**src/core/watchdog_defines.vh**
```
`ifndef WATCHDOG_DEFINES_VH
`define WATCHDOG_DEFINES_VH

// Register byte addresses
`define ADDR_WATCHDOG_CONTROL    4'h0
`define ADDR_EVENT_STATUS        4'h4
`define ADDR_EVENT_MASK          4'h8
`define ADDR_WATCHDOG_STATE      4'hC
`define ADDR_MSB                 3
`define ADDR_LSB                 2

// Watchdog control fields
`define CTRL_ON_BIT              0
`define CTRL_PS_MSB              3
`define CTRL_PS_LSB              1
`define CTRL_WIDTH               4
`define CTRL_RESET               4'h0

// Event bits
`define EVT_TIMEOUT_RESET_BIT    0
`define EVT_WAKEUP_BIT           1
`define EVT_WIDTH                2
`define EVT_RESET                2'h0

// Bus answers
`define RESP_OKAY                2'h0
`define RESP_SLVERR              2'h2

// Postscale select width and base count default
`define PS_WIDTH                 3
`define BASE_COUNT_DEFAULT       256
`define BASE_COUNT_WIDTH_DEFAULT 16

`endif

```
**src/core/pin_synchronizer.v**
```verilog
`timescale 1ns/1ps

// Three-stage synchroniser; the output follows only once stages two and three agree
module pin_synchronizer (
    input  wire aclk,
    input  wire aresetn,
    input  wire pin,
    output reg  level
);

    reg stage1;
    reg stage2;
    reg stage3;

    always @(posedge aclk) begin
        if (!aresetn) begin
            stage1 <= 1'b0;
            stage2 <= 1'b0;
            stage3 <= 1'b0;
            level  <= 1'b0;
        end else begin
            stage1 <= pin;
            stage2 <= stage1;
            stage3 <= stage2;
            if (stage2 == stage3) begin
                level <= stage3;
            end
        end
    end

endmodule // pin_synchronizer

```
**src/core/watchdog_timer.v**
```verilog
// Function
// - Count ticks of a separate RC oscillator, so counting continues while the core sleeps.
// - Time-out in normal operation raises a watchdog device reset.
// - Time-out in sleep wakes the device instead of resetting it.
// - Every time-out clears the time-out status flag in the reset control register.
// - Configuration off by default leaves the watchdog under software control.
// - Configuration enable keeps the watchdog running; software cannot stop it.
// - Configuration enable makes the software control register be ignored entirely.
// - Configuration off: software enable bit 0 starts and stops the watchdog.
// - Configuration enable: postscale ratio comes from the configured postscale bits.
// - Configuration off: postscale ratio comes from control bits 3 to 1.
// - Postscale value n divides by two to the power n, 1:1 to 1:128.
// - Clear-watchdog or sleep instruction clears counter and postscaler; software must do so often.
// - Clear-watchdog zeroes the postscale count but keeps the postscale selection.
// - Control bits 7 to 4 read as zero and ignore writes.
`timescale 1ns/1ps
`include "watchdog_defines.vh"

module watchdog_timer #(
    parameter BASE_COUNT       = `BASE_COUNT_DEFAULT,
    parameter BASE_COUNT_WIDTH = `BASE_COUNT_WIDTH_DEFAULT
) (
    input  wire                   aclk,
    input  wire                   aresetn,
    // AXI4-Lite slave
    input  wire [31:0]            s_axi_awaddr,
    input  wire                   s_axi_awvalid,
    output wire                   s_axi_awready,
    input  wire [31:0]            s_axi_wdata,
    input  wire [3:0]             s_axi_wstrb,
    input  wire                   s_axi_wvalid,
    output wire                   s_axi_wready,
    output reg  [1:0]             s_axi_bresp,
    output reg                    s_axi_bvalid,
    input  wire                   s_axi_bready,
    input  wire [31:0]            s_axi_araddr,
    input  wire                   s_axi_arvalid,
    output wire                   s_axi_arready,
    output reg  [31:0]            s_axi_rdata,
    output reg  [1:0]             s_axi_rresp,
    output reg                    s_axi_rvalid,
    input  wire                   s_axi_rready,
    // Watchdog oscillator pin and core hooks
    input  wire                   rc_oscillator,
    input  wire                   clear_watchdog_instruction,
    input  wire                   sleep_instruction,
    input  wire                   sleep_mode,
    input  wire                   config_watchdog_on,
    input  wire [`PS_WIDTH-1:0]   configured_postscale_select,
    output reg                    watchdog_reset,
    output reg                    watchdog_wakeup,
    output reg                    timeout_status_clear,
    output wire                   irq
);

    localparam POST_WIDTH = 8;

    reg  [`CTRL_WIDTH-1:0]      watchdog_control;
    reg  [`EVT_WIDTH-1:0]       event_status;
    reg  [`EVT_WIDTH-1:0]       event_mask;
    reg  [BASE_COUNT_WIDTH-1:0] base_count;
    reg  [POST_WIDTH-1:0]       post_count;
    reg                         osc_last;
    wire                        osc_level;
    wire                        osc_tick;
    wire                        software_watchdog_on;
    wire [`PS_WIDTH-1:0]        software_postscale_select;
    wire                        running;
    wire [`PS_WIDTH-1:0]        postscale_select;
    wire [POST_WIDTH-1:0]       post_limit;
    wire                        base_wrap;
    wire                        timeout;
    wire                        clear_counters;
    wire                        write_go;
    wire                        read_go;
    wire [`ADDR_MSB:0]          waddr;
    wire [`ADDR_MSB:0]          raddr;
    wire [`EVT_WIDTH-1:0]       event_set;
    wire [`EVT_WIDTH-1:0]       event_clear;
    reg                         aw_held;
    reg                         w_held;
    reg  [31:0]                 held_awaddr;
    reg  [31:0]                 held_wdata;
    reg  [3:0]                  held_wstrb;
    wire                        aw_take;
    wire                        w_take;
    wire [31:0]                 wr_addr;
    wire [31:0]                 wr_data;
    wire [3:0]                  wr_strb;
    reg  [1:0]                  next_bresp;
    reg  [BASE_COUNT_WIDTH-1:0] next_base_count;
    reg  [POST_WIDTH-1:0]       next_post_count;
    reg                         next_watchdog_reset;
    reg                         next_watchdog_wakeup;
    reg                         next_timeout_status_clear;

    // The RC oscillator is sampled as a pin; the core clock must run faster than it
    pin_synchronizer u_osc_sync (
        .aclk    (aclk),
        .aresetn (aresetn),
        .pin     (rc_oscillator),
        .level   (osc_level)
    );

    assign osc_tick = osc_level & ~osc_last;

    assign software_watchdog_on      = watchdog_control[`CTRL_ON_BIT];
    assign software_postscale_select = watchdog_control[`CTRL_PS_MSB:`CTRL_PS_LSB];

    // Configuration enable overrides both software fields
    assign running          = config_watchdog_on | software_watchdog_on;
    assign postscale_select = config_watchdog_on ? configured_postscale_select
                                                 : software_postscale_select;
    assign post_limit       = {{(POST_WIDTH-1){1'b0}}, 1'b1} << postscale_select;

    assign base_wrap      = osc_tick && (base_count == BASE_COUNT - 1);
    assign timeout        = running && base_wrap && (post_count == post_limit - 1'b1);
    assign clear_counters = clear_watchdog_instruction | sleep_instruction;

    // Next counts; a stopped watchdog holds them unless a clear-watchdog or sleep instruction zeroes them
    always @* begin
        next_base_count = base_count;
        next_post_count = post_count;
        if (clear_counters || timeout) begin
            // Only the counts clear; the postscale selection stays put
            next_base_count = {BASE_COUNT_WIDTH{1'b0}};
            next_post_count = {POST_WIDTH{1'b0}};
        end else if (running && osc_tick) begin
            if (base_wrap) begin
                next_base_count = {BASE_COUNT_WIDTH{1'b0}};
                next_post_count = post_count + 1'b1;
            end else begin
                next_base_count = base_count + 1'b1;
            end
        end
    end

    always @(posedge aclk) begin
        if (!aresetn) begin
            osc_last   <= 1'b0;
            base_count <= {BASE_COUNT_WIDTH{1'b0}};
            post_count <= {POST_WIDTH{1'b0}};
        end else begin
            osc_last   <= osc_level;
            base_count <= next_base_count;
            post_count <= next_post_count;
        end
    end

    // Time-out outcome: reset when awake, wake-up when asleep
    always @* begin
        next_watchdog_reset       = timeout && !sleep_mode;
        next_watchdog_wakeup      = timeout && sleep_mode;
        next_timeout_status_clear = timeout;
    end

    always @(posedge aclk) begin
        if (!aresetn) begin
            watchdog_reset       <= 1'b0;
            watchdog_wakeup      <= 1'b0;
            timeout_status_clear <= 1'b0;
        end else begin
            watchdog_reset       <= next_watchdog_reset;
            watchdog_wakeup      <= next_watchdog_wakeup;
            timeout_status_clear <= next_timeout_status_clear;
        end
    end

    // Address and data may arrive in either order; each is parked until its partner comes
    assign s_axi_awready = !aw_held && !s_axi_bvalid;
    assign s_axi_wready  = !w_held && !s_axi_bvalid;
    assign aw_take       = s_axi_awvalid && s_axi_awready;
    assign w_take        = s_axi_wvalid && s_axi_wready;
    assign write_go      = (aw_held || aw_take) && (w_held || w_take);
    assign wr_addr       = aw_held ? held_awaddr : s_axi_awaddr;
    assign wr_data       = w_held ? held_wdata : s_axi_wdata;
    assign wr_strb       = w_held ? held_wstrb : s_axi_wstrb;
    assign read_go       = s_axi_arvalid && !s_axi_rvalid;
    assign s_axi_arready = read_go;
    assign waddr         = wr_addr[`ADDR_MSB:0];
    assign raddr         = s_axi_araddr[`ADDR_MSB:0];

    always @(posedge aclk) begin
        if (!aresetn) begin
            aw_held     <= 1'b0;
            w_held      <= 1'b0;
            held_awaddr <= 32'h0000_0000;
            held_wdata  <= 32'h0000_0000;
            held_wstrb  <= 4'h0;
        end else if (write_go) begin
            aw_held <= 1'b0;
            w_held  <= 1'b0;
        end else begin
            if (aw_take) begin
                aw_held     <= 1'b1;
                held_awaddr <= s_axi_awaddr;
            end
            if (w_take) begin
                w_held     <= 1'b1;
                held_wdata <= s_axi_wdata;
                held_wstrb <= s_axi_wstrb;
            end
        end
    end

    // Unmapped or high addresses answer with an error and change nothing
    always @* begin
        next_bresp = `RESP_OKAY;
        case (waddr)
            `ADDR_WATCHDOG_CONTROL: next_bresp = `RESP_OKAY;
            `ADDR_EVENT_STATUS:     next_bresp = `RESP_OKAY;
            `ADDR_EVENT_MASK:       next_bresp = `RESP_OKAY;
            `ADDR_WATCHDOG_STATE:   next_bresp = `RESP_OKAY;
            default:                next_bresp = `RESP_SLVERR;
        endcase
        if (wr_addr[31:`ADDR_MSB+1] != 0) begin
            next_bresp = `RESP_SLVERR;
        end
    end

    assign event_set   = {watchdog_wakeup, watchdog_reset};
    assign event_clear = (write_go && wr_strb[0] && next_bresp == `RESP_OKAY && waddr == `ADDR_EVENT_STATUS)
                         ? wr_data[`EVT_WIDTH-1:0] : `EVT_RESET;

    always @(posedge aclk) begin
        if (!aresetn) begin
            watchdog_control <= `CTRL_RESET;
            event_mask       <= `EVT_RESET;
            event_status     <= `EVT_RESET;
            s_axi_bvalid     <= 1'b0;
            s_axi_bresp      <= `RESP_OKAY;
        end else begin
            // A new event wins over a clear in the same cycle
            event_status <= (event_status & ~event_clear) | event_set;
            if (s_axi_bvalid && s_axi_bready) begin
                s_axi_bvalid <= 1'b0;
            end
            if (write_go) begin
                s_axi_bvalid <= 1'b1;
                s_axi_bresp  <= next_bresp;
                case (waddr)
                    `ADDR_WATCHDOG_CONTROL: begin
                        if (wr_strb[0] && next_bresp == `RESP_OKAY) begin
                            watchdog_control <= wr_data[`CTRL_WIDTH-1:0];
                        end
                    end
                    `ADDR_EVENT_MASK: begin
                        if (wr_strb[0] && next_bresp == `RESP_OKAY) begin
                            event_mask <= wr_data[`EVT_WIDTH-1:0];
                        end
                    end
                    default: begin
                        // Status clears go through event_clear; other targets hold nothing
                    end
                endcase
            end
        end
    end

    always @(posedge aclk) begin
        if (!aresetn) begin
            s_axi_rvalid <= 1'b0;
            s_axi_rdata  <= 32'h0000_0000;
            s_axi_rresp  <= `RESP_OKAY;
        end else begin
            if (s_axi_rvalid && s_axi_rready) begin
                s_axi_rvalid <= 1'b0;
            end
            if (read_go) begin
                s_axi_rvalid <= 1'b1;
                s_axi_rresp  <= `RESP_OKAY;
                s_axi_rdata  <= 32'h0000_0000;
                case (raddr)
                    `ADDR_WATCHDOG_CONTROL: begin
                        // Upper bits stay zero
                        s_axi_rdata[`CTRL_WIDTH-1:0] <= watchdog_control;
                    end
                    `ADDR_EVENT_STATUS: begin
                        s_axi_rdata[`EVT_WIDTH-1:0] <= event_status;
                    end
                    `ADDR_EVENT_MASK: begin
                        s_axi_rdata[`EVT_WIDTH-1:0] <= event_mask;
                    end
                    `ADDR_WATCHDOG_STATE: begin
                        s_axi_rdata[0]     <= running;
                        s_axi_rdata[3:1]   <= postscale_select;
                        s_axi_rdata[15:8]  <= post_count;
                        s_axi_rdata[31:16] <= base_count[15:0];
                    end
                    default: begin
                        s_axi_rresp <= `RESP_SLVERR;
                    end
                endcase
                if (s_axi_araddr[31:`ADDR_MSB+1] != 0) begin
                    s_axi_rresp <= `RESP_SLVERR;
                end
            end
        end
    end

    assign irq = |(event_status & event_mask);

endmodule // watchdog_timer
```
**config.mk**
```make
export PLATFORM = sky130hd
export DESIGN_NAME = watchdog_timer
export DESIGN_NICKNAME = d
export VERILOG_FILES = /design/src/core/pin_synchronizer.v /design/src/core/watchdog_timer.v
export VERILOG_INCLUDE_DIRS = /design/src /design/src/core
export SDC_FILE = /design/constraint.sdc
export NUM_CORES = 1
export LEC_CHECK = 0
export ABC_AREA = 1
export BUFFER_PORTS_ARGS = -buffer_cell sky130_fd_sc_hd__buf_2
export CORE_MARGIN = 1.5
export CORE_UTILIZATION = 45
export CTS_BUF_LIST = sky130_fd_sc_hd__clkbuf_8
export DETAILED_ROUTE_END_ITERATION = 8
export PLACE_DENSITY = 0.71
export SYNTH_ARGS = -nofsm -noshare
export SYNTH_HDL_FRONTEND = slang
export SYNTH_SLANG_ARGS = --single-unit
```
**constraint.sdc**
```tcl
create_clock -name aclk -period 2.8 [get_ports aclk]
set_clock_uncertainty 0.05 [all_clocks]
set_input_delay 0.28 -clock aclk [delete_from_list [all_inputs] [get_ports aclk]]
set_output_delay 0.28 -clock aclk [all_outputs]
set_load 0.05 [all_outputs]
```
# Word level (Yosys, flattened, before mapping)
# Cells that the tools add are included.
[totals] output_inout_bits=45 inputBits=115 register_bits=113
[classes] reduce_logical=43 n_addsub=3 bitwise_logic=10 n_eq_ne=9 shifts=1 muxes=17
[ops] operator="$reduce_bool 28->1" count=2
[ops] operator="$mux 32" count=1
[ops] operator="$mux 24" count=1
[ops] operator="$logic_and 1x1->1" count=18
[ops] operator="$add 16x1->16 const B" count=1
[ops] operator="$eq 16x8->1 const B" count=1
[ops] operator="$eq 4x4->1 const B" count=4
[ops] operator="$mux 16" count=1
[ops] operator="$mux 2" count=5
[ops] operator="$add 8x1->8 const B" count=1
[ops] operator="$eq 4x3->1 const B" count=2
[ops] operator="$eq 8x8->1" count=1
[ops] operator="$logic_not 4->1" count=2
[ops] operator="$pmux 2 s4" count=1
[ops] operator="$reduce_or 4->1" count=2
[ops] operator="$shl 1x3->8 const A" count=1
[ops] operator="$sub 8x1->8 const B" count=1
[ops] operator="$reduce_and 2->1" count=3
[ops] operator="$reduce_and 3->1" count=2
[ops] operator="$reduce_or 2->1" count=3
[ops] operator="$logic_not 1->1" count=5
[ops] operator="$mux 1" count=5
[ops] operator="$and 2x2->2" count=2
[ops] operator="$mux 4" count=1
[ops] operator="other kinds (11)" count=17

# Logic depth before layout (Yosys ltp)
[logic_depth] ltp_word=12 depth_mapped=17 depth_no_buf=17

# By module
# Synthesis repeated with hierarchy kept, for this count alone.
[hier_totals] cells_unflattened=784 hier_area_um2=5377.7
[by_module_without_submodules] mod="watchdog_timer" instances=1 cells_per_inst=771 area_per_inst_um2=5261.3 seq_area_each_um2=2142.1
[by_module_without_submodules] mod="pin_synchronizer" instances=1 cells_per_inst=13 area_per_inst_um2=116.4 seq_area_each_um2=80.1

# Least setup slack after synthesis
# OpenSTA, ideal clock, no wires.
[synth_timing] path_kind="register to register" startpoint="register watchdog_control[2]" endpoint="register base_count[0]" t_required_ns=2.628 t_arrival_ns=1.841 period_less_slack_ns=2.013 path_buffers=0 stages_incl_launch_ff=16 slack_ns=0.787 path_cell_list="dfxtp_1 inv_1 nor2_1 nor2_2 nand3_2 ha_1 nand2_1 nand2_1 nor2_1 nand2_1 a21oi_1 nand2_1 nor2_1 nand3_1 o21ai_4 nor2_1"
[synth_via] elab_chain_cells=7
[synth_lines] element="from (decl)" line="watchdog_timer.v:58" text="reg [`CTRL_WIDTH-1:0] watchdog_control;"
[synth_lines] element="from (signal assigned)" line="watchdog_timer.v:227" text="watchdog_control <= `CTRL_RESET;"
[synth_lines] element="from (signal assigned)" line="watchdog_timer.v:244" text="watchdog_control <= wr_data[`CTRL_WIDTH-1:0];"
[synth_lines] element="$mux 3" line="watchdog_timer.v:112" text="assign postscale_select = config_watchdog_on ? configured_postscale_select"
[synth_lines] element="$shl 1x3->8" line="watchdog_timer.v:114" text="assign post_limit = {{(POST_WIDTH-1){1'b0}}, 1'b1} << postscale_select;"
[synth_lines] element="$sub 8x1->8" line="watchdog_timer.v:117" text="assign timeout = running && base_wrap && (post_count == post_limit - 1'b1);"
[synth_lines] element="$eq 8x8->1" line="watchdog_timer.v:117"
[synth_lines] element="$logic_and 1x1->1" line="watchdog_timer.v:117"
[synth_lines] element="$logic_or 1x1->1" line="watchdog_timer.v:124" text="if (clear_counters || timeout) begin"
[synth_lines] element="$reduce_or 2->1 (no source line)"
[synth_lines] element="to (signal assigned)" line="watchdog_timer.v:141" text="base_count <= {BASE_COUNT_WIDTH{1'b0}};"
[synth_lines] element="to (signal assigned)" line="watchdog_timer.v:145" text="base_count <= next_base_count;"
[synth_lines] element="to (decl)" line="watchdog_timer.v:61" text="reg [BASE_COUNT_WIDTH-1:0] base_count;"
# Every way passes these cells.
# A chain may end at the register's enable or synchronous reset.

# Worst setup path after layout
[layout_timing] startpoint="register watchdog_control[2]" endpoint="register post_count[4]"
[layout_via] elab_chain_cells=7
[layout_lines] element="$mux 3" line="watchdog_timer.v:112"
[layout_lines] element="$shl 1x3->8" line="watchdog_timer.v:114"
[layout_lines] element="$sub 8x1->8" line="watchdog_timer.v:117"
[layout_lines] element="$eq 8x8->1" line="watchdog_timer.v:117"
[layout_lines] element="$logic_and 1x1->1" line="watchdog_timer.v:117"
[layout_lines] element="$logic_or 1x1->1" line="watchdog_timer.v:124"
[layout_lines] element="$reduce_or 2->1 (no source line)"
[layout_lines] element="to (signal assigned)" line="watchdog_timer.v:142" text="post_count <= {POST_WIDTH{1'b0}};"
[layout_lines] element="to (signal assigned)" line="watchdog_timer.v:146" text="post_count <= next_post_count;"
[layout_lines] element="to (decl)" line="watchdog_timer.v:62" text="reg [POST_WIDTH-1:0] post_count;"
# Every way passes these cells.

==> results.json <==
{
  "synth_cells": 748,
  "cts_buffers": 9,
  "placed_area_um2": 5924,
  "first_iter_violations": 262,
  "cts-root-buf": "clkbuf_8",
  "layout-drive-gt1-share_pct": 20.28,
  "synth_cell_types": 42,
  "synthArstFlopShare_pct": 0,
  "power.share.switching_pct": 32.20,
  "pwr-share-clk_pct": 29.8,
  "io_pins": 160,
  "clockBufferDepth": 2,
  "drt-total-wl_um": 11590,
  "synthesis.area_um2": 5260,
  "wire_per_inst_um": 11.52,
  "cp-end-kind": "flop",
  "setup_tns_ns": 0,
  "p_leak_nw": 2.772,
  "worstSkewPairLatency_ns": 0.37,
  "rsz0062_at_grt": "no",
  "fillers": 1183,
  "hpwl_um": 8379,
  "pwr_density_cell_nw_per_um2": 588.5,
  "crit_arrival_ns": 2.51,
  "die_area_um2": 12350,
  "rows": 39,
  "avgSynthCellArea_um2": 7.032,
  "crit_required_ns": 3.01,
  "holdWs_ns": 0.03220,
  "critical_path_class": "reg -> reg",
  "seqPwrFrac_pct": 49.3,
  "grt_first_pass_wirelength_um": 19800,
  "synthTopCellsByCount": "nor2_1 (140), nand2_1 (123), dfxtp_1 (111)",
  "ys_seq_area_share_pct": 42.25,
  "grt_usage_pct": 19.13,
  "grt_pass1_vias": 4528,
  "synth.largest_area_cell": "dfxtp_1",
  "period_minus_slack_ns": 2.303,
  "viasPerCell": 4.935,
  "p_sw_mw": 1.167,
  "clk_pin_slew_ns": 0.11,
  "tightest_slew_ns": 0.7764,
  "fmax_mhz": 434.3,
  "post_cts_buffers": 0,
  "grt_overflow": 0,
  "drc_errors": 0,
  "area_delta_synth_final_pct": 17.13,
  "detail-route-antenna-nets": 0,
  "p_int_mw": 2.458,
  "ys_warn_count": 0,
  "cp_max_fo": 10,
  "htree_levels": 3,
  "die_h_um": 111.1,
  "ys_top_cells_by_area": "dfxtp_1 (42%), nor2_1 (10%), nand2_1 (8.8%)",
  "synth_top_area_share_pct": 42.25,
  "first_pass_iters": 4,
  "synth-seq-cells": 111,
  "cts_sinks": 111,
  "fin_nets": 976,
  "fin_area_um2": 6161,
  "setup_viol": 0,
  "synth_edf_count": 0,
  "min_path_type": "in -> reg",
  "cts_tree": "built",
  "vias": 4965,
  "dieWidth_um": 111.1,
  "cp-start-kind": "flop",
  "run_status": "complete, no violations",
  "maxSlewViolCount": 0,
  "cap_violations": 0,
  "num_antenna_cells": 0,
  "maxSlewHeadroom_pct": 48.18,
  "grt_antenna_before_repair": 0,
  "start_util_pct": 46.07,
  "grt_max_degree": 80,
  "synth_ff_type": "dfxtp_1",
  "place_congestion": 0.8523,
  "hold_viol": 0,
  "peakVddDrop_v": 0.0002721,
  "port_buffers": 122,
  "p_comb_share_pct": 20.9,
  "yosysMostFrequentCell": "nor2_1",
  "fin_crit_sh_pct": 82.24,
  "core-area_um2": 11420
}
kinds of logic (layout without fill, tap and decap cells):
| kind of cell | Yosys count | after routing | synth area share [%] |
|---|---|---|---|
| DFF | 111 | 111 | 42.25 |
| xor gates and xnor gates | 14 | 14 | 2.331 |
| buffers and inverters | 118 | 228 | 9.491 |
| AOI/OAI and AO/OA | 136 | 136 | 13.87 |
| muxes | 1 | 1 | 0.1903 |
| and+or+nand+nor | 364 | 364 | 31.09 |
| adders and majority gates | 3 | 3 | 0.7137 |
| other | 1 | 6 | 0.07129 |
cell type report:
cell class / instances / area [um2] / area share, %
clock inverters: 7 / 102.6 / 1.665
inverters: 86 / 322.8 / 5.240
clock buffers: 9 / 123.9 / 2.011
multi-input cells: 524 / 2567 / 41.67
well taps: 143 / 178.9 / 2.904
repair buffers: 126 / 643.1 / 10.44
flip-flops and latches: 111 / 2222 / 36.07
layer usage:
layer,track usage (%),share of wire [%]
met1,25.90,50
met2,30.99,44
met3,3.773,5.3
met4,5.738,0.97
met5,0,0
placed cells by master (no fill, tap or decap), types with 3 or more instances in the layout:
master	count
inv_1	82
buf_2	122
a21oi_1	47
nand4_1	18
nor2_1	138
buf_4	3
nand3_1	32
inv_2	5
conb_1	6
xor2_1	12
dfxtp_1	111
nor2_2	3
nor4_1	8
nor3_1	16
or2_2	3
nand2_1	123
ha_1	3
clkbuf_8	9
nor2_4	7
nand2_2	7
o21ai_0	74
state kept, by name, indices dropped and copies added (netlist names), 2 cells and up:
| register | count |
|---|---|
| watchdog_control | 4 |
| post_count | 8 |
| s_axi_rdata | 28 |
| event_status | 2 |
| held_awaddr | 32 |
| base_count | 16 |
| event_mask | 2 |
| held_wdata | 4 |
stage by stage:
step | cells | setup slack [ns] | power [mW] | utilization [%]
finish | 1006 | 0.4974 | 3.626 | 53.96
global route | 1006 | 0.2241 | 3.828 | 53.96
CTS | 1006 | 0.4911 | 3.664 | 53.96
detailed placement | 989 | 0.3915 | 2.579 | 51.88
global placement | 989 | 0.4293 | 2.571 | 51.88
floorplan | 753 | 0.7869 | 2.399 | -
worst max-delay path: stages, from the launching register on:
cell and delay, ns:
dfxtp_1 0.31, inv_1 0.10, nor2_1 0.06, nor2_2 0.21, nand3_2 0.12, ha_1 0.31
nand2_1 0.07, nand2_1 0.04, nor2_1 0.07, nand2_1 0.06, a21oi_1 0.10, nand2_1 0.06
nor2_1 0.09, nand3_1 0.13, o21ai_4 0.32, nor2_1 0.07
repair_timing:
action / 4_1_cts / 5_1_grt
endpoints found under the hold margin: 1 / 0
gates resized for setup: 0 / 0
endpoints found under the setup margin: 0 / 0
hold buffers: 1 / 0
path summary, 6_finish.rpt:
kind                                    start                      endpoint  slack [ns]  cells past startpoint
max          watchdog_control[2]$_SDFFE_PN0P_    post_count[4]$_SDFFE_PP0P_        0.50                     15
min                              s_axi_bready     s_axi_bvalid$_SDFFE_PN0P_        0.03                      2
max reg2reg  watchdog_control[2]$_SDFFE_PN0P_    post_count[4]$_SDFFE_PP0P_        0.50                     15
min reg2reg      u_osc_sync.stage1$_SDFF_PN0_  u_osc_sync.stage2$_SDFF_PN0_        0.38                      2
power by group through the flow:
stage / clock network [mW] / logic (mW) / registers [mW]
global placement: 0 / 0.750 / 1.82
finish: 1.08 / 0.757 / 1.79
CTS: 1.12 / 0.761 / 1.79
floorplan: 0 / 0.483 / 1.92
detailed placement: 0 / 0.757 / 1.82
global route: 1.18 / 0.846 / 1.81
(Power assumes the default switching activity.)
